--- src/pkg/scm_pkg.sv ---
// Constants shared by the switching clock manager design files
package scm_pkg;

    // ------------------------------------------------------------
    // Clock
    // ------------------------------------------------------------
    localparam int unsigned CLK_HZ = 25_000_000;
    localparam int unsigned CLK_KHZ = CLK_HZ / 1000;

    // ------------------------------------------------------------
    // Register map and fields
    // ------------------------------------------------------------
    localparam logic [7:0] CTRL_OFFSET = 8'h00;
    localparam logic [7:0] STATUS_OFFSET = 8'h04;
    localparam int CTRL_FREQ_LSB = 0;
    localparam int CTRL_SPREAD_EN_BIT = 4;
    localparam int CTRL_RATE_BIT = 5;
    localparam int CTRL_MODE_LSB = 6;
    localparam int STAT_VALID_BIT = 0;
    localparam int STAT_EXT_BIT = 1;
    localparam int STAT_PIN_BIT = 2;
    localparam int STAT_PFM_BIT = 3;
    localparam logic RATE_SEL_RESET = 1'b0;

    // ------------------------------------------------------------
    // Oscillator codes and modes
    // ------------------------------------------------------------
    localparam logic [3:0] FREQ_HI_MAX = 4'h4;
    localparam logic [3:0] FREQ_LO_MIN = 4'h9;
    localparam logic [3:0] FREQ_LO_MAX = 4'hC;
    localparam logic [3:0] FREQ_RESET = 4'h0;
    localparam logic [1:0] MODE_PFM = 2'h0;
    localparam logic [1:0] GP2_CLOCK_EXPORT = 2'h2;

    // ------------------------------------------------------------
    // Divider ratios
    // ------------------------------------------------------------
    localparam int DIV_W = 7;
    localparam logic [6:0] FAST_DIV_A = 7'h08;
    localparam logic [6:0] FAST_DIV_B = 7'h09;
    localparam logic [6:0] SLOW_DIV_A = 7'h30;
    localparam logic [6:0] SLOW_DIV_B = 7'h40;

    // ------------------------------------------------------------
    // Spreading
    // ------------------------------------------------------------
    localparam int unsigned SPREAD_RANGE_PCT = 5;
    localparam int unsigned SPREAD_SLOW_HZ = 23_500;
    localparam int unsigned SPREAD_FAST_HZ = 94_000;
    localparam logic [4:0] SPREAD_STEPS = 5'h10;
    localparam logic [5:0] SPREAD_SLOW_CYC =
        6'(CLK_HZ / (SPREAD_SLOW_HZ * 2 * int'(SPREAD_STEPS)));
    localparam logic [5:0] SPREAD_FAST_CYC =
        6'(CLK_HZ / (SPREAD_FAST_HZ * 2 * int'(SPREAD_STEPS)));

    // ------------------------------------------------------------
    // Sync frequency watchdog
    // ------------------------------------------------------------
    localparam int unsigned SYNC_A_MIN_KHZ = 2000;
    localparam int unsigned SYNC_A_MAX_KHZ = 3000;
    localparam int unsigned SYNC_B_MIN_KHZ = 333;
    localparam int unsigned SYNC_B_MAX_KHZ = 500;
    localparam logic [7:0] SYNC_A_PER_MIN = 8'(CLK_KHZ / SYNC_A_MAX_KHZ);
    localparam logic [7:0] SYNC_A_PER_MAX = 8'((CLK_KHZ + SYNC_A_MIN_KHZ - 1) / SYNC_A_MIN_KHZ);
    localparam logic [7:0] SYNC_B_PER_MIN = 8'(CLK_KHZ / SYNC_B_MAX_KHZ);
    localparam logic [7:0] SYNC_B_PER_MAX = 8'((CLK_KHZ + SYNC_B_MIN_KHZ - 1) / SYNC_B_MIN_KHZ);
    localparam logic [7:0] SYNC_PER_SAT = 8'hFF;
    localparam logic [1:0] SYNC_GOOD_PERIODS = 2'h3;

endpackage : scm_pkg

--- src/core/scm_divider.sv ---
// Restartable divider giving one-cycle pulses at a selectable ratio
`timescale 1ns/1ps
module scm_divider #(
    parameter int W = 7
) (
    input wire logic clk_in,
    input wire logic rst_in,
    input wire logic restart_in,
    input wire logic [W-1:0] ratio_in,
    output logic pulse_out
);
    logic [W-1:0] count_q;
    logic [W-1:0] count_d;
    logic pulse_q;
    logic pulse_d;

    always_comb begin
        count_d = W'(count_q + 1'b1);
        pulse_d = 1'b0;
        if (count_q >= W'(ratio_in - 1'b1)) begin
            count_d = '0;
            pulse_d = 1'b1;
        end else if (restart_in) begin
            // Late edge fires now, early edge delays: starved if edges keep coming before half count, no runt below half
            count_d = '0;
            pulse_d = (count_q >= W'(ratio_in >> 1));
        end
    end

    always_ff @(posedge clk_in) begin
        if (rst_in) begin
            count_q <= '0;
            pulse_q <= 1'b0;
        end else begin
            count_q <= count_d;
            pulse_q <= pulse_d;
        end
    end

    assign pulse_out = pulse_q;
endmodule : scm_divider

--- src/core/scm_clock_manager.sv ---
// Switching clock manager: oscillator control, dividers, sync watchdog, APB registers
`timescale 1ns/1ps
//
// Contract
// - Oscillator code 0-4 gives 20-24 MHz, 9-12 gives 16-19 MHz, others unused.
// - Code loads its fused default at reset, or 0 if that default is unused; software may overwrite it later.
// - Spreading runs while spread enable is set; default fused, software writable.
// - Spreading spans 5 percent at about 23.5 kHz or 94 kHz by rate select.
// - Fast switching clock divides the oscillator by 8 or by 9.
// - Slow switching clock divides the oscillator by 48 or by 64.
// - Each channel picks fast or slow clock by its own select option.
// - Channel two pulses trail channel one by exactly one oscillator period when both channels select the same clock.
// - Pin function option 0 makes the shared pin sync input, 1 mode input.
// - As mode input, pin low gives channel two PWM, high gives PFM.
// - Watchdog drops to internal oscillator when sync clock is absent or invalid.
// - Device returns to the sync clock once the watchdog sees it valid again.
// - Range option 0 accepts sync between 2000 and 3000 kHz.
// - Range option 1 accepts sync between 333 and 500 kHz.
// - General pin two config 0b10 exports channel one clock push-pull.
module scm_clock_manager
    import scm_pkg::*;
(
    input wire logic clk_in,
    input wire logic rst_in,
    input wire logic psel_in,
    input wire logic penable_in,
    input wire logic pwrite_in,
    input wire logic [7:0] paddr_in,
    input wire logic [31:0] pwdata_in,
    output logic [31:0] prdata_out,
    output logic pready_out,
    output logic pslverr_out,
    input wire logic [3:0] osc_freq_code_default_in,
    input wire logic spread_enable_default_in,
    input wire logic [1:0] chan_two_mode_default_in,
    input wire logic fast_divider_option_in,
    input wire logic slow_divider_option_in,
    input wire logic chan_one_clock_select_in,
    input wire logic chan_two_clock_select_in,
    input wire logic pin_function_option_in,
    input wire logic sync_range_option_in,
    input wire logic [1:0] general_pin_two_config_in,
    input wire logic mode_sync_pin_in,
    output logic [3:0] osc_freq_code_out,
    output logic spread_active_out,
    output logic [4:0] spread_trim_out,
    output logic fast_switch_clock_out,
    output logic slow_switch_clock_out,
    output logic chan_one_clk_out,
    output logic chan_two_clk_out,
    output logic chan_two_pfm_out,
    output logic ext_sync_selected_out,
    output logic general_pin_two_out,
    output logic general_pin_two_oe_out
);
    // ------------------------------------------------------------
    // Register file
    // ------------------------------------------------------------
    logic [3:0] osc_freq_code_q, osc_freq_code_d;
    logic spread_enable_q, spread_enable_d;
    logic spread_rate_select_q, spread_rate_select_d;
    logic [1:0] chan_two_mode_field_q, chan_two_mode_field_d;
    logic pready_q, pready_d;
    logic pslverr_q, pslverr_d;
    logic [31:0] prdata_q, prdata_d;
    logic setup_phase, hit_ctrl, hit_status, apb_write;
    logic sync_valid_q, ext_sel_q, pin_stable_q, pfm_q;

    function automatic logic freq_legal(input logic [3:0] code);
        return (code <= FREQ_HI_MAX) || (code >= FREQ_LO_MIN && code <= FREQ_LO_MAX);
    endfunction : freq_legal

    assign setup_phase = psel_in && !penable_in;
    assign hit_ctrl = (paddr_in == CTRL_OFFSET);
    assign hit_status = (paddr_in == STATUS_OFFSET);
    assign apb_write = psel_in && penable_in && pwrite_in && pready_q && !pslverr_q;

    always_comb begin
        osc_freq_code_d = osc_freq_code_q;
        spread_enable_d = spread_enable_q;
        spread_rate_select_d = spread_rate_select_q;
        chan_two_mode_field_d = chan_two_mode_field_q;
        // One wait-free access phase: ready rises in the cycle after setup
        pready_d = setup_phase;
        pslverr_d = setup_phase && !(hit_ctrl || hit_status);
        prdata_d = prdata_q;
        if (setup_phase) begin
            prdata_d = 32'h0000_0000;
            if (hit_ctrl) begin
                prdata_d[CTRL_FREQ_LSB +: 4] = osc_freq_code_q;
                prdata_d[CTRL_SPREAD_EN_BIT] = spread_enable_q;
                prdata_d[CTRL_RATE_BIT] = spread_rate_select_q;
                prdata_d[CTRL_MODE_LSB +: 2] = chan_two_mode_field_q;
            end else if (hit_status) begin
                prdata_d[STAT_VALID_BIT] = sync_valid_q;
                prdata_d[STAT_EXT_BIT] = ext_sel_q;
                prdata_d[STAT_PIN_BIT] = pin_stable_q;
                prdata_d[STAT_PFM_BIT] = pfm_q;
            end
        end
        if (apb_write && hit_ctrl) begin
            // Unused codes are dropped so the oscillator never sees them
            if (freq_legal(pwdata_in[CTRL_FREQ_LSB +: 4])) begin
                osc_freq_code_d = pwdata_in[CTRL_FREQ_LSB +: 4];
            end
            spread_enable_d = pwdata_in[CTRL_SPREAD_EN_BIT];
            spread_rate_select_d = pwdata_in[CTRL_RATE_BIT];
            chan_two_mode_field_d = pwdata_in[CTRL_MODE_LSB +: 2];
        end
    end

    always_ff @(posedge clk_in) begin
        if (rst_in) begin
            // Fused defaults are caught by the synchronous reset
            osc_freq_code_q <= freq_legal(osc_freq_code_default_in) ?
                               osc_freq_code_default_in : FREQ_RESET;
            spread_enable_q <= spread_enable_default_in;
            spread_rate_select_q <= RATE_SEL_RESET;
            chan_two_mode_field_q <= chan_two_mode_default_in;
            pready_q <= 1'b0;
            pslverr_q <= 1'b0;
            prdata_q <= 32'h0000_0000;
        end else begin
            osc_freq_code_q <= osc_freq_code_d;
            spread_enable_q <= spread_enable_d;
            spread_rate_select_q <= spread_rate_select_d;
            chan_two_mode_field_q <= chan_two_mode_field_d;
            pready_q <= pready_d;
            pslverr_q <= pslverr_d;
            prdata_q <= prdata_d;
        end
    end

    // ------------------------------------------------------------
    // Spread modulation: triangle over the 5 percent span
    // ------------------------------------------------------------
    logic [5:0] spread_cnt_q, spread_cnt_d;
    logic [4:0] spread_pos_q, spread_pos_d;
    logic spread_up_q, spread_up_d;
    logic [4:0] spread_trim_q, spread_trim_d;
    logic spread_active_q;
    logic [5:0] spread_interval;

    assign spread_interval = spread_rate_select_q ? SPREAD_FAST_CYC : SPREAD_SLOW_CYC;

    always_comb begin
        spread_cnt_d = 6'(spread_cnt_q + 1'b1);
        spread_pos_d = spread_pos_q;
        spread_up_d = spread_up_q;
        if (!spread_enable_q) begin
            spread_cnt_d = 6'h00;
            spread_pos_d = 5'h00;
            spread_up_d = 1'b1;
        end else if (spread_cnt_q >= 6'(spread_interval - 1'b1)) begin
            spread_cnt_d = 6'h00;
            if (spread_up_q) begin
                spread_pos_d = 5'(spread_pos_q + 1'b1);
                spread_up_d = (spread_pos_d != SPREAD_STEPS);
            end else begin
                spread_pos_d = 5'(spread_pos_q - 1'b1);
                spread_up_d = (spread_pos_d == 5'h00);
            end
        end
        spread_trim_d = spread_enable_q ? spread_pos_q : 5'h00;
    end

    always_ff @(posedge clk_in) begin
        if (rst_in) begin
            spread_cnt_q <= 6'h00;
            spread_pos_q <= 5'h00;
            spread_up_q <= 1'b1;
            spread_trim_q <= 5'h00;
            spread_active_q <= 1'b0;
        end else begin
            spread_cnt_q <= spread_cnt_d;
            spread_pos_q <= spread_pos_d;
            spread_up_q <= spread_up_d;
            spread_trim_q <= spread_trim_d;
            spread_active_q <= spread_enable_q;
        end
    end

    // ------------------------------------------------------------
    // Shared pin: three-stage synchroniser and sync watchdog
    // ------------------------------------------------------------
    logic [2:0] pin_sync_q;
    logic pin_stable_d, pin_rise;
    logic [7:0] per_q, per_d, per_min, per_max;
    logic [1:0] good_q, good_d;
    logic sync_valid_d;

    assign per_min = sync_range_option_in ? SYNC_B_PER_MIN : SYNC_A_PER_MIN;
    assign per_max = sync_range_option_in ? SYNC_B_PER_MAX : SYNC_A_PER_MAX;
    assign pin_stable_d = (pin_sync_q[1] == pin_sync_q[2]) ? pin_sync_q[2] : pin_stable_q;
    assign pin_rise = pin_stable_d && !pin_stable_q;

    always_comb begin
        per_d = (per_q == SYNC_PER_SAT) ? SYNC_PER_SAT : 8'(per_q + 1'b1);
        good_d = good_q;
        sync_valid_d = sync_valid_q;
        if (pin_function_option_in) begin
            per_d = SYNC_PER_SAT;
            good_d = 2'h0;
            sync_valid_d = 1'b0;
        end else if (pin_rise) begin
            // Count from one so the value seen at the next edge is the period
            per_d = 8'h01;
            if (per_q >= per_min && per_q <= per_max) begin
                good_d = (good_q == SYNC_GOOD_PERIODS) ? good_q : 2'(good_q + 1'b1);
                sync_valid_d = (good_d == SYNC_GOOD_PERIODS);
            end else begin
                good_d = 2'h0;
                sync_valid_d = 1'b0;
            end
        end else if (per_q > per_max) begin
            // Missing edges count as an invalid clock
            good_d = 2'h0;
            sync_valid_d = 1'b0;
        end
    end

    always_ff @(posedge clk_in) begin
        if (rst_in) begin
            pin_sync_q <= 3'h0;
            pin_stable_q <= 1'b0;
            per_q <= SYNC_PER_SAT;
            good_q <= 2'h0;
            sync_valid_q <= 1'b0;
            ext_sel_q <= 1'b0;
        end else begin
            pin_sync_q <= {pin_sync_q[1:0], mode_sync_pin_in};
            pin_stable_q <= pin_stable_d;
            per_q <= per_d;
            good_q <= good_d;
            sync_valid_q <= sync_valid_d;
            ext_sel_q <= !pin_function_option_in && sync_valid_q;
        end
    end

    // ------------------------------------------------------------
    // Dividers, channel selection and interleave
    // ------------------------------------------------------------
    logic fast_p, slow_p, fast_restart, slow_restart, ch1_src, ch2_src, gp2_export;
    logic ch1_clk_q, ch2_pre_q, ch2_clk_q, fast_q, slow_q, gp2_q, gp2_oe_q;

    // Sync edges realign phase; restart pulses only past half count, so no runt below half
    // Only the divider in the sync band follows it; range option 0 edges would starve the slow one
    assign fast_restart = ext_sel_q && pin_rise && !sync_range_option_in;
    assign slow_restart = ext_sel_q && pin_rise && sync_range_option_in;
    assign ch1_src = chan_one_clock_select_in ? slow_p : fast_p;
    assign ch2_src = chan_two_clock_select_in ? slow_p : fast_p;
    assign gp2_export = (general_pin_two_config_in == GP2_CLOCK_EXPORT);

    scm_divider #(.W(DIV_W)) u_fast_div (
        .clk_in(clk_in),
        .rst_in(rst_in),
        .restart_in(fast_restart),
        .ratio_in(fast_divider_option_in ? FAST_DIV_B : FAST_DIV_A),
        .pulse_out(fast_p)
    );

    scm_divider #(.W(DIV_W)) u_slow_div (
        .clk_in(clk_in),
        .rst_in(rst_in),
        .restart_in(slow_restart),
        .ratio_in(slow_divider_option_in ? SLOW_DIV_B : SLOW_DIV_A),
        .pulse_out(slow_p)
    );

    always_ff @(posedge clk_in) begin
        if (rst_in) begin
            ch1_clk_q <= 1'b0;
            ch2_pre_q <= 1'b0;
            ch2_clk_q <= 1'b0;
            fast_q <= 1'b0;
            slow_q <= 1'b0;
            gp2_q <= 1'b0;
            gp2_oe_q <= 1'b0;
            pfm_q <= 1'b0;
        end else begin
            ch1_clk_q <= ch1_src;
            ch2_pre_q <= ch2_src;
            ch2_clk_q <= ch2_pre_q;
            fast_q <= fast_p;
            slow_q <= slow_p;
            gp2_q <= gp2_export && ch1_src;
            gp2_oe_q <= gp2_export;
            // Register field ignored while the pin owns the mode
            pfm_q <= pin_function_option_in ? pin_stable_q
                                             : (chan_two_mode_field_q == MODE_PFM);
        end
    end

    assign prdata_out = prdata_q;
    assign pready_out = pready_q;
    assign pslverr_out = pslverr_q;
    assign osc_freq_code_out = osc_freq_code_q;
    assign spread_active_out = spread_active_q;
    assign spread_trim_out = spread_trim_q;
    assign fast_switch_clock_out = fast_q;
    assign slow_switch_clock_out = slow_q;
    assign chan_one_clk_out = ch1_clk_q;
    assign chan_two_clk_out = ch2_clk_q;
    assign chan_two_pfm_out = pfm_q;
    assign ext_sync_selected_out = ext_sel_q;
    assign general_pin_two_out = gp2_q;
    assign general_pin_two_oe_out = gp2_oe_q;
endmodule : scm_clock_manager

--- config.mk ---
export PLATFORM = sky130hd
export DESIGN_NAME = scm_clock_manager
export DESIGN_NICKNAME = d
export VERILOG_FILES = /design/src/pkg/scm_pkg.sv /design/src/core/scm_divider.sv /design/src/core/scm_clock_manager.sv
export SDC_FILE = /design/constraint.sdc
export NUM_CORES = 1
export LEC_CHECK = 0
export BUFFER_PORTS_ARGS = -buffer_cell sky130_fd_sc_hd__buf_2
export CELL_PAD_IN_SITES_DETAIL_PLACEMENT = 0
export CELL_PAD_IN_SITES_GLOBAL_PLACEMENT = 1
export CORE_MARGIN = 10
export CORE_UTILIZATION = 39
export CTS_BUF_LIST = sky130_fd_sc_hd__clkbuf_4 sky130_fd_sc_hd__clkbuf_8
export DETAILED_ROUTE_END_ITERATION = 10
export HOLD_SLACK_MARGIN = 0.1
export PLACE_DENSITY_LB_ADDON = 0.12
export REMOVE_ABC_BUFFERS = 1
export SLEW_MARGIN = 0
export SYNTH_ARGS = -nofsm -noshare
export SYNTH_HDL_FRONTEND = slang
export SYNTH_SLANG_ARGS = --single-unit
export TNS_END_PERCENT = 10
--- constraint.sdc ---
create_clock -name clk_in -period 1.9 [get_ports clk_in]
set_input_delay 0.095 -clock clk_in [delete_from_list [all_inputs] [get_ports clk_in]]
set_output_delay 0.095 -clock clk_in [all_outputs]
set_load 0.01 [all_outputs]
# Word-level counts from Yosys, hierarchy flattened
# Index checks and enable logic that the tools add are counted.
[word_totals]
register_bits = 76
in_bits = 61
elab_cells = 136
[op_classes]
add_sub_neg = 10
n_lt_le_gt_ge = 14
n_eq_ne = 7
n_mux = 35
bitwise_logic = 1
n_reduce_logical = 38
[op_table]
columns = ["operator", "n"]
rows = [
  ["4-bit 2-to-1 mux", 7],
  ["1-bit logical AND", 16],
  ["8-bit 2-to-1 mux", 2],
  ["1-bit 2-to-1 mux", 15],
  ["7-bit by 1-bit adder with 7-bit output (second input constant)", 2],
  ["7-bit >= comparator", 2],
  ["7-bit 2-to-1 mux", 2],
  ["2-bit 2-to-1 mux", 6],
  ["6-bit 2-to-1 mux", 2],
  ["3-bit OR reduction", 3],
  ["8-bit by 1-bit adder with 8-bit output (second input constant)", 1],
  ["8-bit by 3-bit == test with 1-bit output (second input constant)", 1],
  ["8-bit == test (second input constant)", 1],
  ["4-bit >= comparator (second input constant)", 2],
  ["8-bit by 6-bit >= comparator with 1-bit output", 1],
  ["8-bit by 7-bit greater-than comparator with 1-bit output", 1],
  ["4-bit by 3-bit less-or-equal comparator with 1-bit output (second input constant)", 2],
  ["4-bit less-or-equal comparator (second input constant)", 2],
  ["8-bit by 7-bit less-or-equal comparator with 1-bit output", 1],
  ["8-bit zero test", 1],
  ["7-bit by 3-bit >= comparator with 1-bit output (second input constant)", 1],
  ["7-bit by 6-bit >= comparator with 1-bit output", 1],
  ["7-bit by 1-bit subtractor with 7-bit output (second input constant)", 1],
  ["6-bit by 1-bit adder with 6-bit output (second input constant)", 1],
  ["other kinds (19)", 31],
]

# Depth between registers and ports, before layout
# Gate-level depths: netlist of run 1.
[logic_depth]
depth_word = 7
mapped_depth = 7
depth_no_buf = 7

# By module
# From an unflattened synthesis of run 1, not the netlist that was laid out.
[hier_totals]
hier_cells = 466
area_unflattened_um2 = 4226.6
[by_module_without_submodules]
columns = ["module", "n_inst", "cells_each", "area_each_um2", "seq_area_each_um2"]
rows = [
  ["scm_clock_manager", 1, 310, 2867.8, 1271.2],
  ["scm_divider", 2, 78, 679.4, 160.2],
]

# Worst setup path before layout of run 1
# Ideal clock, no wire load.
[synth_timing]
path_kind = "reg2reg"
from = "reg u_fast_div.count_q[0]"
to = "reg u_fast_div.count_q[2]"
setup_ns = 0.065
arrival_ns = 1.620
setup_slack_ns = 0.216
path_stages_with_launch = 8
n_path_buf = 0
period_less_slack_ns = 1.684
path_cell_list = "dfxtp_1 inv_1 ha_1 nand2b_1 a211oi_1 o21ai_0 or3_1 nor2_1"
[synth_via]
elab_chain_len = 2
elab_cells_between_ends = 3
classes_between = "1 x add/sub; 1 x order compare; 1 x reduce/logical"
[synth_lines]
columns = ["item", "line_no", "text"]
rows = [
  ["start, declared", "scm_divider.sv:12", "logic [W-1:0] count_q;"],
  ["start signal, assigned", "scm_divider.sv:35", "count_q <= count_d;"],
  ["7-bit >= comparator", "scm_divider.sv:20", "if (count_q >= W'(ratio_in - 1'b1)) begin"],
  ["3-bit OR reduction (no source line)", "--", ""],
]
# Parallel ways exist; a longest one is shown, timed or not.
# A chain may end at the register's enable or synchronous reset.

# Final worst setup path of run 1
[layout_timing]
from = "reg u_fast_div.count_q[0]"
to = "reg u_fast_div.count_q[4]"
# The elaborated chain is that of the path after synthesis.

==> parameters.txt, run 1 <==
Parameter                              Value

Worst setup path
  Worst Path Arrival    between 2 and 2.5 ns
  Sort of element at the start of the critical path    flop
  Kind of end point of the critical path    flop
  Capturing point of the worst reg2reg path    u_fast_div.count_q[4]
  Crit path max fanout    5
  Timing endpoint of the critical path    u_fast_div.count_q[4]
  Reg2reg start    u_fast_div.count_q[0]
  Worst reg-to-reg path cell count    7
  Required time of the critical path    around 2.2 ns
  Type of the worst setup path    reg -> reg
  Start point of the critical path    u_fast_div.count_q[0]
  Setup slack, reg-to-reg    approximately 0.15 ns

Pwr
  Sequential power share    approximately half
  Cell area power density    roughly 870 mW/mm²
  Logic gate share of total power    between 20% and 30%
  Proportion of total power due to net switching    a little under a third
  VDD IR max    ~0.00037 V
  Int Pwr    between 2000 and 3000 µW
  Lkg Pwr    slightly below 0.002 µW
  Psw    1190 µW
  Fraction of power consumed by the clock network    between 30% and 40%

Placement
  Post-detailed-placement cell area    ~0.004 mm²
  Worst slack at placement    ~0.003 ns
  Routability congestion estimate from global placement    just under 0.8
  Placed Cells    approximately 570
  Port bufs    64
  HPWL after DPL    6190 µm

STA
  Number of hold-slack violations in the final timing report    0
  Final Hold Slack    between 0.1 and 0.15 ns
  Number of setup violations in the final report    0
  Slew margin rel.    between 60% and 70%
  Setup_tns    0 ns
  Worst setup skew after layout    roughly 0.0081 ns
  Fin worst setup slack    between 0.1 and 0.15 ns
  Worst Max-Slew Pin Slew    between 0.4 and 0.5 ns
  Minimum period implied by the final worst setup slack    about 1.8 ns
  Achievable clock frequency    approximately 570 MHz
  Ratio of final minimum period to clock period    about 90%
  Number of slew-limit violations in the final report    0
  Setup repair after global routing missed its margin    no

Cells and area
  Layout Area Growth over Synthesis    20.7%
  Commonest non-fill, non-tap cells in the layout    68 x sky130_fd_sc_hd__dfxtp_1, 64 x sky130_fd_sc_hd__buf_2, 55 x sky130_fd_sc_hd__nor2_1
  Design area    0.00437 mm²
  Finished Layout Cells    approximately 600
  Share of post-route cells with drive strength above 1    22.0%
  Ant. Diodes    0
  Leading cell type in the layout, fill and taps excluded    sky130_fd_sc_hd__dfxtp_1
  Number of nets in the finished design    approximately 570

CTS
  Number of CTS-inserted buffers    9
  Clock Latency Late Sink    approximately 0.34 ns
  Clock Path Buffers    2
  Sink Count    76
  Worst-path clk slew    0.09 ns
  TritonCTS clock tree    yes
  CTS H-tree depth    3
  Master cell of the clock root buffer    sky130_fd_sc_hd__clkbuf_8

Routing
  Via Count    approximately 2800
  WL per Instance    between 10 and 15 µm
  Number of DRC violations after detailed-routing iteration 0    150
  Detail Route Antenna Nets    0
  Count of unresolved DRC violations after routing    0
  First-pass iteration count of the detailed router    5
  Via density    roughly 4.6
  Wire length after detailed routing    a little under 8000 µm

Synthesis
  Synth async-reset ratio    0%
  Cell accounting for the most synthesized area    sky130_fd_sc_hd__dfxtp_1
  Synth area leaders    sky130_fd_sc_hd__dfxtp_1 38%, sky130_fd_sc_hd__ha_1 9.7%, sky130_fd_sc_hd__edfxtp_1 5.8%, sky130_fd_sc_hd__nor2_1 5.7%, sky130_fd_sc_hd__buf_4 5.0%
  Area share of the leading cell type in the synthesized netlist    38.2%
  Synth unique cells    49
  Main flop type after synthesis    sky130_fd_sc_hd__dfxtp_1
  Share of the yosys chip area belonging to registers    approximately 44%
  Number of enable-type register cells in the synthesized netlist    7
  Flop and latch count out of synthesis    76
  Post-synthesis instance area    between 0.003 and 0.004 mm²
  Syn. warnings    0
  Mean Syn Cell Area    9.23 µm²
  Post-synthesis cell count    ~390

Floorplanning
  CORE AREA    0.00915 mm²
  Die extent in x    roughly 120 µm
  Number of rows created at floorplan    35
  Die Ht    between 100 and 150 µm
  Num ports    113
  Starting density of the core    39.5%
  Die area    ~0.014 mm²

Global routing
  GR Overflow Total    0
  Maximum number of pins on one net before global-route repair    24
  Initial antenna violation count    0
  Aggregate global-route resource usage    12.3%
  Number of global-route vias before repair    2843
  Wire length of the first global-routing pass    between 10000 and 15000 µm

Run status
  Run status    finished, final reports clean

Flow run
  # Max-Cap Violations    0

Hold path
  Min-delay worst type    in -> reg
==> final cells by class <==
type / count / area, µm²
inverters: 25 / 93.8
flip-flops and latches: 76 / 1590
clock inverters: 7 / 63.8
fillers: 916 / 4780
clock buffers: 9 / 124
multi-input cells: 283 / 1830
well taps: 111 / 139
repair buffers: 87 / 531
==> per-stage QoR <==
| step | util, % | power (µW) |
|---|---|---|
| global placement | 43.9 | 2620 |
| CTS | 47.6 | 3850 |
| detailed placement | 43.9 | 2630 |
| finish | 47.8 | 3810 |
| floorplan | - | 2410 |
| global route | 47.8 | 4070 |
==> how the worst min path moves through the flow <==
stage	startpoint	to	slack, ns	cells past startpoint
4_1_cts	general_pin_two_config_in[1]	general_pin_two_out	0.11	3
2_1_floorplan	rst_in	pin_stable_q	0.16	1
3_3_place_gp	general_pin_two_config_in[0]	general_pin_two_oe_out	0.27	2
6_report	pwdata_in[3]	osc_freq_code_out[3]	0.12	3
5_1_grt	general_pin_two_config_in[1]	general_pin_two_out	0.13	3
3_5_place_dp	general_pin_two_config_in[0]	general_pin_two_oe_out	0.27	2
==> what timing repair did <==
| item | in CTS | in global routing |
|---|---|---|
| endpoints found under the setup margin | 5 | 10 |
| hold buffers | 15 | 0 |
| endpoints found under the hold margin | 13 | 0 |
| setup buffers | 0 | 0 |
| gates resized for setup | 1 | 4 |
==> per-layer routing <==
layer	up-vias	wire length (µm)	global-route usage, %
li1	1466	-	-
met1	1254	3830	15.6
met2	45	3700	19.8
met3	4	373	3.03
met4	0	59	4.25
met5	-	0	0
==> power by group through the flow <==
stage	logic [µW]	clock network, µW	registers (µW)
2_1_floorplan	563	0	1850
3_3_place_gp	743	0	1880
3_5_place_dp	746	0	1880
4_1_cts	780	1230	1840
5_1_grt	903	1310	1860
6_report	784	1180	1840
==> worst max-delay path, stage by stage (launching register included) <==
cell and delay, ns:
sky130_fd_sc_hd__dfxtp_2 0.36, sky130_fd_sc_hd__inv_1 0.06, sky130_fd_sc_hd__ha_1 0.26, sky130_fd_sc_hd__nand2b_1 0.15, sky130_fd_sc_hd__a211oi_2 0.22, sky130_fd_sc_hd__o21ai_1 0.12, sky130_fd_sc_hd__or3_4 0.41, sky130_fd_sc_hd__nor2_1 0.11
==> cell usage after synthesis, types with 3 or more instances <==
master	n
sky130_fd_sc_hd__dfxtp_1	69
sky130_fd_sc_hd__nor2_1	55
sky130_fd_sc_hd__ha_1	28
sky130_fd_sc_hd__inv_1	25
sky130_fd_sc_hd__buf_4	24
sky130_fd_sc_hd__nand3_1	17
sky130_fd_sc_hd__a21oi_1	16
sky130_fd_sc_hd__nand2_1	15
sky130_fd_sc_hd__o21ai_0	15
sky130_fd_sc_hd__xnor2_1	13
sky130_fd_sc_hd__a22oi_1	8
sky130_fd_sc_hd__mux2_2	8
sky130_fd_sc_hd__nor2b_1	8
sky130_fd_sc_hd__xor2_1	8
sky130_fd_sc_hd__and3_1	7
sky130_fd_sc_hd__edfxtp_1	7
sky130_fd_sc_hd__clkbuf_1	6
sky130_fd_sc_hd__nor3_1	6
sky130_fd_sc_hd__nand2b_1	5
sky130_fd_sc_hd__and2_1	4
sky130_fd_sc_hd__mux2i_1	4
sky130_fd_sc_hd__a31oi_1	3
sky130_fd_sc_hd__nand4_1	3
==> flip-flops by register name, summed over array words and instances, names as in the netlist, 2 cells and up <==
name	flops
pin_sync_q	3
spread_trim_out	5
prdata_out	8
osc_freq_code_out	4
u_fast_div.count_q	7
chan_two_mode_field_q	2
spread_pos_q	5
u_slow_div.count_q	7
good_q	2
spread_cnt_q	6
per_q	8
==> kinds of logic (layout without fill, tap and decap cells) <==
family	count (synthesis)	count (layout)	share of synthesized area (%)
other cells	1	26	0.104
compound gates	58	58	9.95
mux	12	12	3.60
buf+inv	58	128	8.57
fa+ha+maj	28	28	9.68
flops	76	76	44.0
simple gates	138	138	19.0
xor+xnor	21	21	5.08
(Power assumes the default switching activity.)
==> run 2, diff against run 1 <==
--- a/config.mk
+++ b/config.mk
@@ -8,6 +8,7 @@
 export BUFFER_PORTS_ARGS = -buffer_cell sky130_fd_sc_hd__buf_2
 export CELL_PAD_IN_SITES_DETAIL_PLACEMENT = 0
 export CELL_PAD_IN_SITES_GLOBAL_PLACEMENT = 1
+export CORE_ASPECT_RATIO = 0.8
 export CORE_MARGIN = 10
 export CORE_UTILIZATION = 39
 export CTS_BUF_LIST = sky130_fd_sc_hd__clkbuf_4 sky130_fd_sc_hd__clkbuf_8
==> constraint.sdc (replaced) <==
create_clock -name clk_in -period 1.8 [get_ports clk_in]
set_input_delay 0.09 -clock clk_in [delete_from_list [all_inputs] [get_ports clk_in]]
set_output_delay 0.09 -clock clk_in [all_outputs]
set_load 0.01 [all_outputs]
==> run 2 against run 1 <==
Against the previous run: critical path type unchanged; sequential power grew 5%; largest power group unchanged; sequential share of layout area shrank 1.2 points; combinational power grew 9.4%; final cell count increased by 2.0%; maximum frequency rose by 4.2%; core utilization rose by 2.3 points; register-to-register slack worse by 0.03 ns; power grew 18%; clock skew increased by 0.00096 ns.
==> parameters.txt, run 2 (synthesized netlist as in run 1, its figures left out) <==
Parameter                              Value

Run status
  Run status    finished, final reports clean

Worst setup path
  Reg2reg start    spread_cnt_q[0]
  Required time of the critical path    2.02 ns (-0.17 ns)
  Type of the worst setup path    reg -> reg
  Kind of end point of the critical path    flop
  Worst reg-to-reg path cell count    8 (+1)
  Sort of element at the start of the critical path    flop
  Setup slack, reg-to-reg    0.12 ns (-0.03 ns)
  Capturing point of the worst reg2reg path    spread_pos_q[1]
  Worst Path Arrival    1.90 ns (-0.14 ns)
  Crit path max fanout    4 (-1)

Placement
  Placed Cells    576 (+1.6%)
  Post-detailed-placement cell area    0.00407 mm² (+1.4%)
  Routability congestion estimate from global placement    0.774 (-1.5%)
  HPWL after DPL    6210 µm (+0.34%)
  Port bufs    64 (unchanged)

STA
  Number of setup violations in the final report    0 (unchanged)
  Slew margin rel.    67.0% (about the same)
  Ratio of final minimum period to clock period    93.4% (+1.2 points)
  Worst setup skew after layout    0.00911 ns (+0.000964 ns)
  Worst Max-Slew Pin Slew    0.491 ns (-0.000470 ns)
  Number of slew-limit violations in the final report    0 (unchanged)
  Setup repair after global routing missed its margin    yes
  Minimum period implied by the final worst setup slack    1.68 ns (-0.0714 ns)
  Achievable clock frequency    595 MHz (+4.2%)
  Number of hold-slack violations in the final timing report    0 (unchanged)

Routing
  Via Count    2875 (+3.8%)
  Wire length after detailed routing    8090 µm (+1.6%)
  Via density    4.71 (+1.8%)
  Count of unresolved DRC violations after routing    0 (unchanged)
  WL per Instance    13.3 µm (-0.37%)
  Number of DRC violations after detailed-routing iteration 0    111 (-26%)
  First-pass iteration count of the detailed router    4 (-1)
  Detail Route Antenna Nets    0 (unchanged)

Pwr
  Int Pwr    3330 µW (+27%)
  VDD IR max    0.000502 V (+37%)
  Cell area power density    992 mW/mm² (+14%)
  Psw    1150 µW (-2.8%)
  Proportion of total power due to net switching    25.7% (-5.5 points)
  Fraction of power consumed by the clock network    37.6% (+6.6 points)
  Logic gate share of total power    19.1% (-1.5 points)
  Lkg Pwr    0.00204 µW (+3.7%)
  Sequential power share    43.3% (-5.1 points)

Cells and area
  Ant. Diodes    0 (unchanged)
  Commonest non-fill, non-tap cells in the layout    68 x sky130_fd_sc_hd__dfxtp_1, 64 x sky130_fd_sc_hd__buf_2, 55 x sky130_fd_sc_hd__nor2_1
  Layout Area Growth over Synthesis    25.0%
  Final standard cell utilization of the core    50.1% (+2.3 points)
  Finished Layout Cells    610 (+2.0%)
  Design area    0.00453 mm² (+3.5%)
  Leading cell type in the layout, fill and taps excluded    sky130_fd_sc_hd__dfxtp_1
  Share of post-route cells with drive strength above 1    22.8% (+0.86 points)
  Number of nets in the finished design    579 (+1.4%)

Floorplanning
  Number of rows created at floorplan    31 (-11%)
  Die Ht    106 µm (-8.7%)
  Die extent in x    128 µm (+9.8%)
  Die area    0.0136 mm² (+0.18%)
  CORE AREA    0.00904 mm² (-1.3%)
  Starting density of the core    40.1% (+0.50 points)
  Num ports    113 (unchanged)

Global routing
  GR Overflow Total    0 (unchanged)
  Wire length of the first global-routing pass    13900 µm (+3.7%)
  Maximum number of pins on one net before global-route repair    24 (unchanged)
  Aggregate global-route resource usage    12.3% (-0.025 points)
  Number of global-route vias before repair    2906 (+2.2%)
  Initial antenna violation count    0 (unchanged)

CTS
  Worst-path clk slew    0.08 ns (about the same)
  Master cell of the clock root buffer    sky130_fd_sc_hd__clkbuf_8
  CTS H-tree depth    3 (unchanged)
  Number of CTS-inserted buffers    9 (unchanged)
  TritonCTS clock tree    yes
  Clock Latency Late Sink    0.34 ns (about the same)
  Clock Path Buffers    2 (unchanged)
  Sink Count    76 (unchanged)

Hold path
  Hold path depth    3 (unchanged)
  Hold endpoint    osc_freq_code_out[2]
  Min-delay worst type    in -> reg
  Beginning of the worst hold path    pwdata_in[2]

Flow run
  # Max-Cap Violations    0 (unchanged)
run 2: cell count changes in the layout (fill, tap and decap cells not counted):
cell,previous run,this run
sky130_fd_sc_hd__o31ai_1,2,1
sky130_fd_sc_hd__buf_4,8,14
sky130_fd_sc_hd__dlygate4sd3_1,15,16
sky130_fd_sc_hd__clkinv_1,0,1
sky130_fd_sc_hd__bufinv_16,0,4
sky130_fd_sc_hd__buf_12,0,1
sky130_fd_sc_hd__inv_6,5,0
sky130_fd_sc_hd__o31ai_2,0,1
sky130_fd_sc_hd__clkinv_4,1,0
sky130_fd_sc_hd__clkbuf_4,0,2
sky130_fd_sc_hd__nor3b_1,1,2
sky130_fd_sc_hd__inv_8,1,0
sky130_fd_sc_hd__nor3b_2,1,0
run 2: power by group through the flow:
stage	combinational (µW)	clock (µW)	sequential, µW
detailed placement	818	0	1980
finish	858	1690	1940
CTS	855	1740	1940
floorplan	594	0	1950
global placement	808	0	1980
global route	979	1800	1960
run 2: critical path: stages, from the launching register on:
cell	delay, ns
sky130_fd_sc_hd__dfxtp_1	0.38
sky130_fd_sc_hd__inv_1	0.06
sky130_fd_sc_hd__ha_1	0.27
sky130_fd_sc_hd__nor3b_1	0.26
sky130_fd_sc_hd__o211ai_2	0.14
sky130_fd_sc_hd__buf_4	0.15
sky130_fd_sc_hd__buf_4	0.13
sky130_fd_sc_hd__a21oi_1	0.13
sky130_fd_sc_hd__nor2_1	0.05
run 2: metal layers:
layer | GRT usage (%) | part of all wire (%) | vias up
met5 | 0 | 0 | -
met4 | 3.93 | 1.3 | 0
met3 | 5.16 | 7.6 | 7
met2 | 17.5 | 41 | 81
met1 | 16.3 | 50 | 1309
li1 | - | - | 1478
run 2: how the worst max path moves through the flow:
stage	start	endpoint	slack, ns	cells after the start
5_1_grt	spread_cnt_q[0]	spread_pos_q[0]	0.004	8
3_3_place_gp	u_fast_div.count_q[0]	u_fast_div.count_q[4]	0.05	7
6_report	spread_cnt_q[0]	spread_pos_q[1]	0.12	8
3_5_place_dp	u_fast_div.count_q[0]	u_fast_div.count_q[2]	0.006	7
4_1_cts	spread_rate_select_q	spread_cnt_q[3]	-0.005	6
2_1_floorplan	u_fast_div.count_q[0]	u_fast_div.count_q[2]	0.12	7
run 2: final cells by class:
class	count	area [µm²]
clock buffers	11	139
repair buffers	95	606
fillers	843	4510
flip-flops and latches	76	1590
clock inverters	5	124
multi-input cells	283	1830
well taps	115	144
inverters	25	93.8
run 2: through the flow:
stage,setup TNS [ns],setup slack (ns),hold WS [ns],power [µW]
after detailed placement,0,0.00593,0.269,2790
after global placement,0,0.0499,0.263,2790
after global routing,0,0.00404,0.141,4740
after floorplan,0,0.116,0.159,2550
final,0,0.118,0.121,4490
after CTS,-0.00527,-0.00527,0.102,4540
run 2: what timing repair did:
item	4_1_cts	5_1_grt
pin swaps	0	3
hold endpoints to repair	14	0
endpoints found under the setup margin	6	16
setup buffers	0	2
hold buffers	16	0
resized for setup	1	4
==> run 3, diff against run 2 <==
--- a/config.mk
+++ b/config.mk
@@ -10,7 +10,7 @@
 export CELL_PAD_IN_SITES_GLOBAL_PLACEMENT = 1
 export CORE_ASPECT_RATIO = 0.8
 export CORE_MARGIN = 10
-export CORE_UTILIZATION = 39
+export CORE_UTILIZATION = 35
 export CTS_BUF_LIST = sky130_fd_sc_hd__clkbuf_4 sky130_fd_sc_hd__clkbuf_8
 export DETAILED_ROUTE_END_ITERATION = 10
 export HOLD_SLACK_MARGIN = 0.1
==> constraint.sdc (replaced) <==
create_clock -name clk_in -period 1.4 [get_ports clk_in]
set_input_delay 0.07 -clock clk_in [delete_from_list [all_inputs] [get_ports clk_in]]
set_output_delay 0.07 -clock clk_in [all_outputs]
set_load 0.01 [all_outputs]
==> run 3 against run 2 <==
Against the previous run: the flow now finishes with violations (negative setup slack); clock-buffer cell count increased by 3; sequential cell count unchanged; global-route usage shrank 0.24 points; non-clock buffer count grew 52; core utilization fell by 0.52 points; die area increased by 9.4%; power up 24%; worst hold slack improved by 0.027 ns; via count up 6.1%; maximum frequency down 0.12%; design area up 11%; worst setup slack got worse by 0.40 ns; largest cell class unchanged; largest power group unchanged.
==> parameters.txt, run 3 (synthesized netlist as in run 1, its figures left out) <==
Parameter                              Value

Run status
  Run status    complete, but fails checks
  Violated checks    negative setup slack

CTS
  Number of CTS-inserted buffers    9 (unchanged)
  Clock Path Buffers    2 (unchanged)
  Clock Latency Late Sink    0.34 ns (about the same)
  Sink Count    76 (unchanged)
  TritonCTS clock tree    yes
  Worst-path clk slew    0.07 ns (about the same)
  Master cell of the clock root buffer    sky130_fd_sc_hd__clkbuf_8
  CTS H-tree depth    3 (unchanged)

STA
  Minimum period implied by the final worst setup slack    1.68 ns (+0.00204 ns)
  Worst setup skew after layout    0.0121 ns (+0.00295 ns)
  Number of setup violations in the final report    24 (+24)
  Achievable clock frequency    594 MHz (-0.12%)
  Ratio of final minimum period to clock period    120% (+27 points)
  Final Hold Slack    0.148 ns (+0.0267 ns)
  Setup repair after global routing missed its margin    yes
  Number of slew-limit violations in the final report    0 (unchanged)
  Number of hold-slack violations in the final timing report    0 (unchanged)
  Fin worst setup slack    -0.284 ns (-0.402 ns)

Pwr
  Lkg Pwr    0.00227 µW (+11%)
  VDD IR max    0.000644 V (+28%)
  Proportion of total power due to net switching    28.4% (+2.7 points)
  Psw    1590 µW (+37%)
  Int Pwr    4000 µW (+20%)
  Logic gate share of total power    28.4% (+9.3 points)
  Cell area power density    1110 mW/mm² (+12%)
  Sequential power share    43.9% (+0.6 points)
  Fraction of power consumed by the clock network    27.7% (-9.9 points)

Worst setup path
  Sort of element at the start of the critical path    flop
  Kind of end point of the critical path    flop
  Worst reg-to-reg path cell count    7 (-1)
  Reg2reg start    spread_rate_select_q
  Type of the worst setup path    reg -> reg
  Setup slack, reg-to-reg    -0.28 ns (-0.40 ns)
  Capturing point of the worst reg2reg path    spread_cnt_q[5]
  Worst Path Arrival    1.97 ns (+0.07 ns)
  Required time of the critical path    1.69 ns (-0.33 ns)
  Crit path max fanout    7 (+3)

Global routing
  Number of global-route vias before repair    3134 (+7.8%)
  GR Overflow Total    0 (unchanged)
  Maximum number of pins on one net before global-route repair    14 (-42%)
  Initial antenna violation count    1 (+1)
  Wire length of the first global-routing pass    14800 µm (+6.7%)
  Aggregate global-route resource usage    12.0% (-0.24 points)

Routing
  Count of unresolved DRC violations after routing    0 (unchanged)
  Via density    4.44 (-5.8%)
  First-pass iteration count of the detailed router    4 (unchanged)
  Wire length after detailed routing    8810 µm (+8.9%)
  Detail Route Antenna Nets    0 (unchanged)
  Via Count    3051 (+6.1%)
  Number of DRC violations after detailed-routing iteration 0    171 (+54%)
  WL per Instance    12.8 µm (-3.3%)

Cells and area
  Final standard cell utilization of the core    49.6% (-0.52 points)
  Share of post-route cells with drive strength above 1    33.9% (+11 points)
  Design area    0.00503 mm² (+11%)
  Layout Area Growth over Synthesis    39.1%
  Number of nets in the finished design    631 (+9.0%)
  Fillers    986 (+17%)
  Leading cell type in the layout, fill and taps excluded    sky130_fd_sc_hd__buf_2
  Commonest non-fill, non-tap cells in the layout    64 x sky130_fd_sc_hd__buf_2, 63 x sky130_fd_sc_hd__dfxtp_1, 59 x sky130_fd_sc_hd__buf_4

Floorplanning
  Die area    0.0148 mm² (+9.4%)
  CORE AREA    0.0102 mm² (+12%)
  Die Ht    111 µm (+4.5%)
  Starting density of the core    35.6% (-4.4 points)
  Number of rows created at floorplan    33 (+6.5%)
  Num ports    113 (unchanged)
  Die extent in x    134 µm (+4.7%)

Placement
  Routability congestion estimate from global placement    0.770 (-0.56%)
  Port bufs    64 (unchanged)
  HPWL after DPL    6470 µm (+4.1%)
  Post-detailed-placement cell area    0.00442 mm² (+8.6%)

Flow run
  # Max-Cap Violations    0 (unchanged)

Hold path
  Hold path depth    4 (+1)
  Min-delay worst type    in -> reg
  Hold endpoint    spread_rate_select_q
  Beginning of the worst hold path    paddr_in[2]
## run 3: worst max-delay path by stage
| stage | from | to | slack [ns] | cells past startpoint |
|---|---|---|---|---|
| after floorplan | u_fast_div.count_q[0] | u_fast_div.count_q[2] | -0.28 | 7 |
| after global placement | u_fast_div.count_q[0] | u_fast_div.count_q[4] | -0.33 | 7 |
| after detailed placement | u_fast_div.count_q[0] | u_fast_div.count_q[4] | -0.36 | 7 |
| after CTS | spread_rate_select_q | spread_up_q | -0.23 | 7 |
| after global routing | spread_rate_select_q | spread_up_q | -0.36 | 8 |
| final | spread_rate_select_q | spread_cnt_q[5] | -0.28 | 7 |
## run 3: metal layers
metal,vias up,track usage [%],wire (µm)
met2,82,17.8,3750
met5,-,0,0
li1,1584,-,-
met3,11,4.89,617
met1,1374,15.3,4280
met4,0,4.49,159
## run 3: power by group through the flow
stage,sequential (µW),combinational (µW),clock (µW)
after detailed placement,2490,1330,0
after CTS,2440,1480,1630
after floorplan,2510,764,0
after global placement,2490,1330,0
final,2450,1590,1540
after global routing,2480,1790,1700
## run 3: layout make-up
cell class	count	area (µm²)	area share, %
inverter	25	96.3	1.91
multi-input combinational	283	1970	39.1
clock buffer	14	174	3.46
sequential	76	1600	31.8
tap	140	175	3.48
clock inverter	1	8.76	0.174
timing repair buffer	147	1000	20.0
antenna	1	2.50	0.0497
## run 3: critical path, cell delays in order (launching register included)
cell and delay, ns:
sky130_fd_sc_hd__dfxtp_4 0.40, sky130_fd_sc_hd__inv_4 0.06, sky130_fd_sc_hd__ha_4 0.23, sky130_fd_sc_hd__o211ai_1 0.20, sky130_fd_sc_hd__o211ai_2 0.20, sky130_fd_sc_hd__buf_4 0.19, sky130_fd_sc_hd__or2_4 0.25, sky130_fd_sc_hd__nor2_1 0.10
## run 3: metrics by stage
| stage | worst slack (ns) | setup TNS, ns | instances | power, µW |
|---|---|---|---|---|
| after floorplan | -0.284 | -3.66 | 384 | 3280 |
| after global placement | -0.328 | -6.01 | 645 | 3820 |
| after detailed placement | -0.362 | -7.29 | 645 | 3830 |
| after CTS | -0.230 | -2.98 | 684 | 5550 |
| after global routing | -0.355 | -6.02 | 687 | 5960 |
| final | -0.284 | -3.75 | 687 | 5580 |
## run 3: what timing repair did
| item | in CTS | in global routing |
|---|---|---|
| gates resized for setup | 21 | 23 |
| hold buffers | 23 | 0 |
| pin swaps | 15 | 9 |
| gates cloned | 0 | 0 |
| endpoints found under the hold margin | 15 | 0 |
| setup endpoints to repair | 37 | 44 |
| buffers inserted | 1 | 2 |
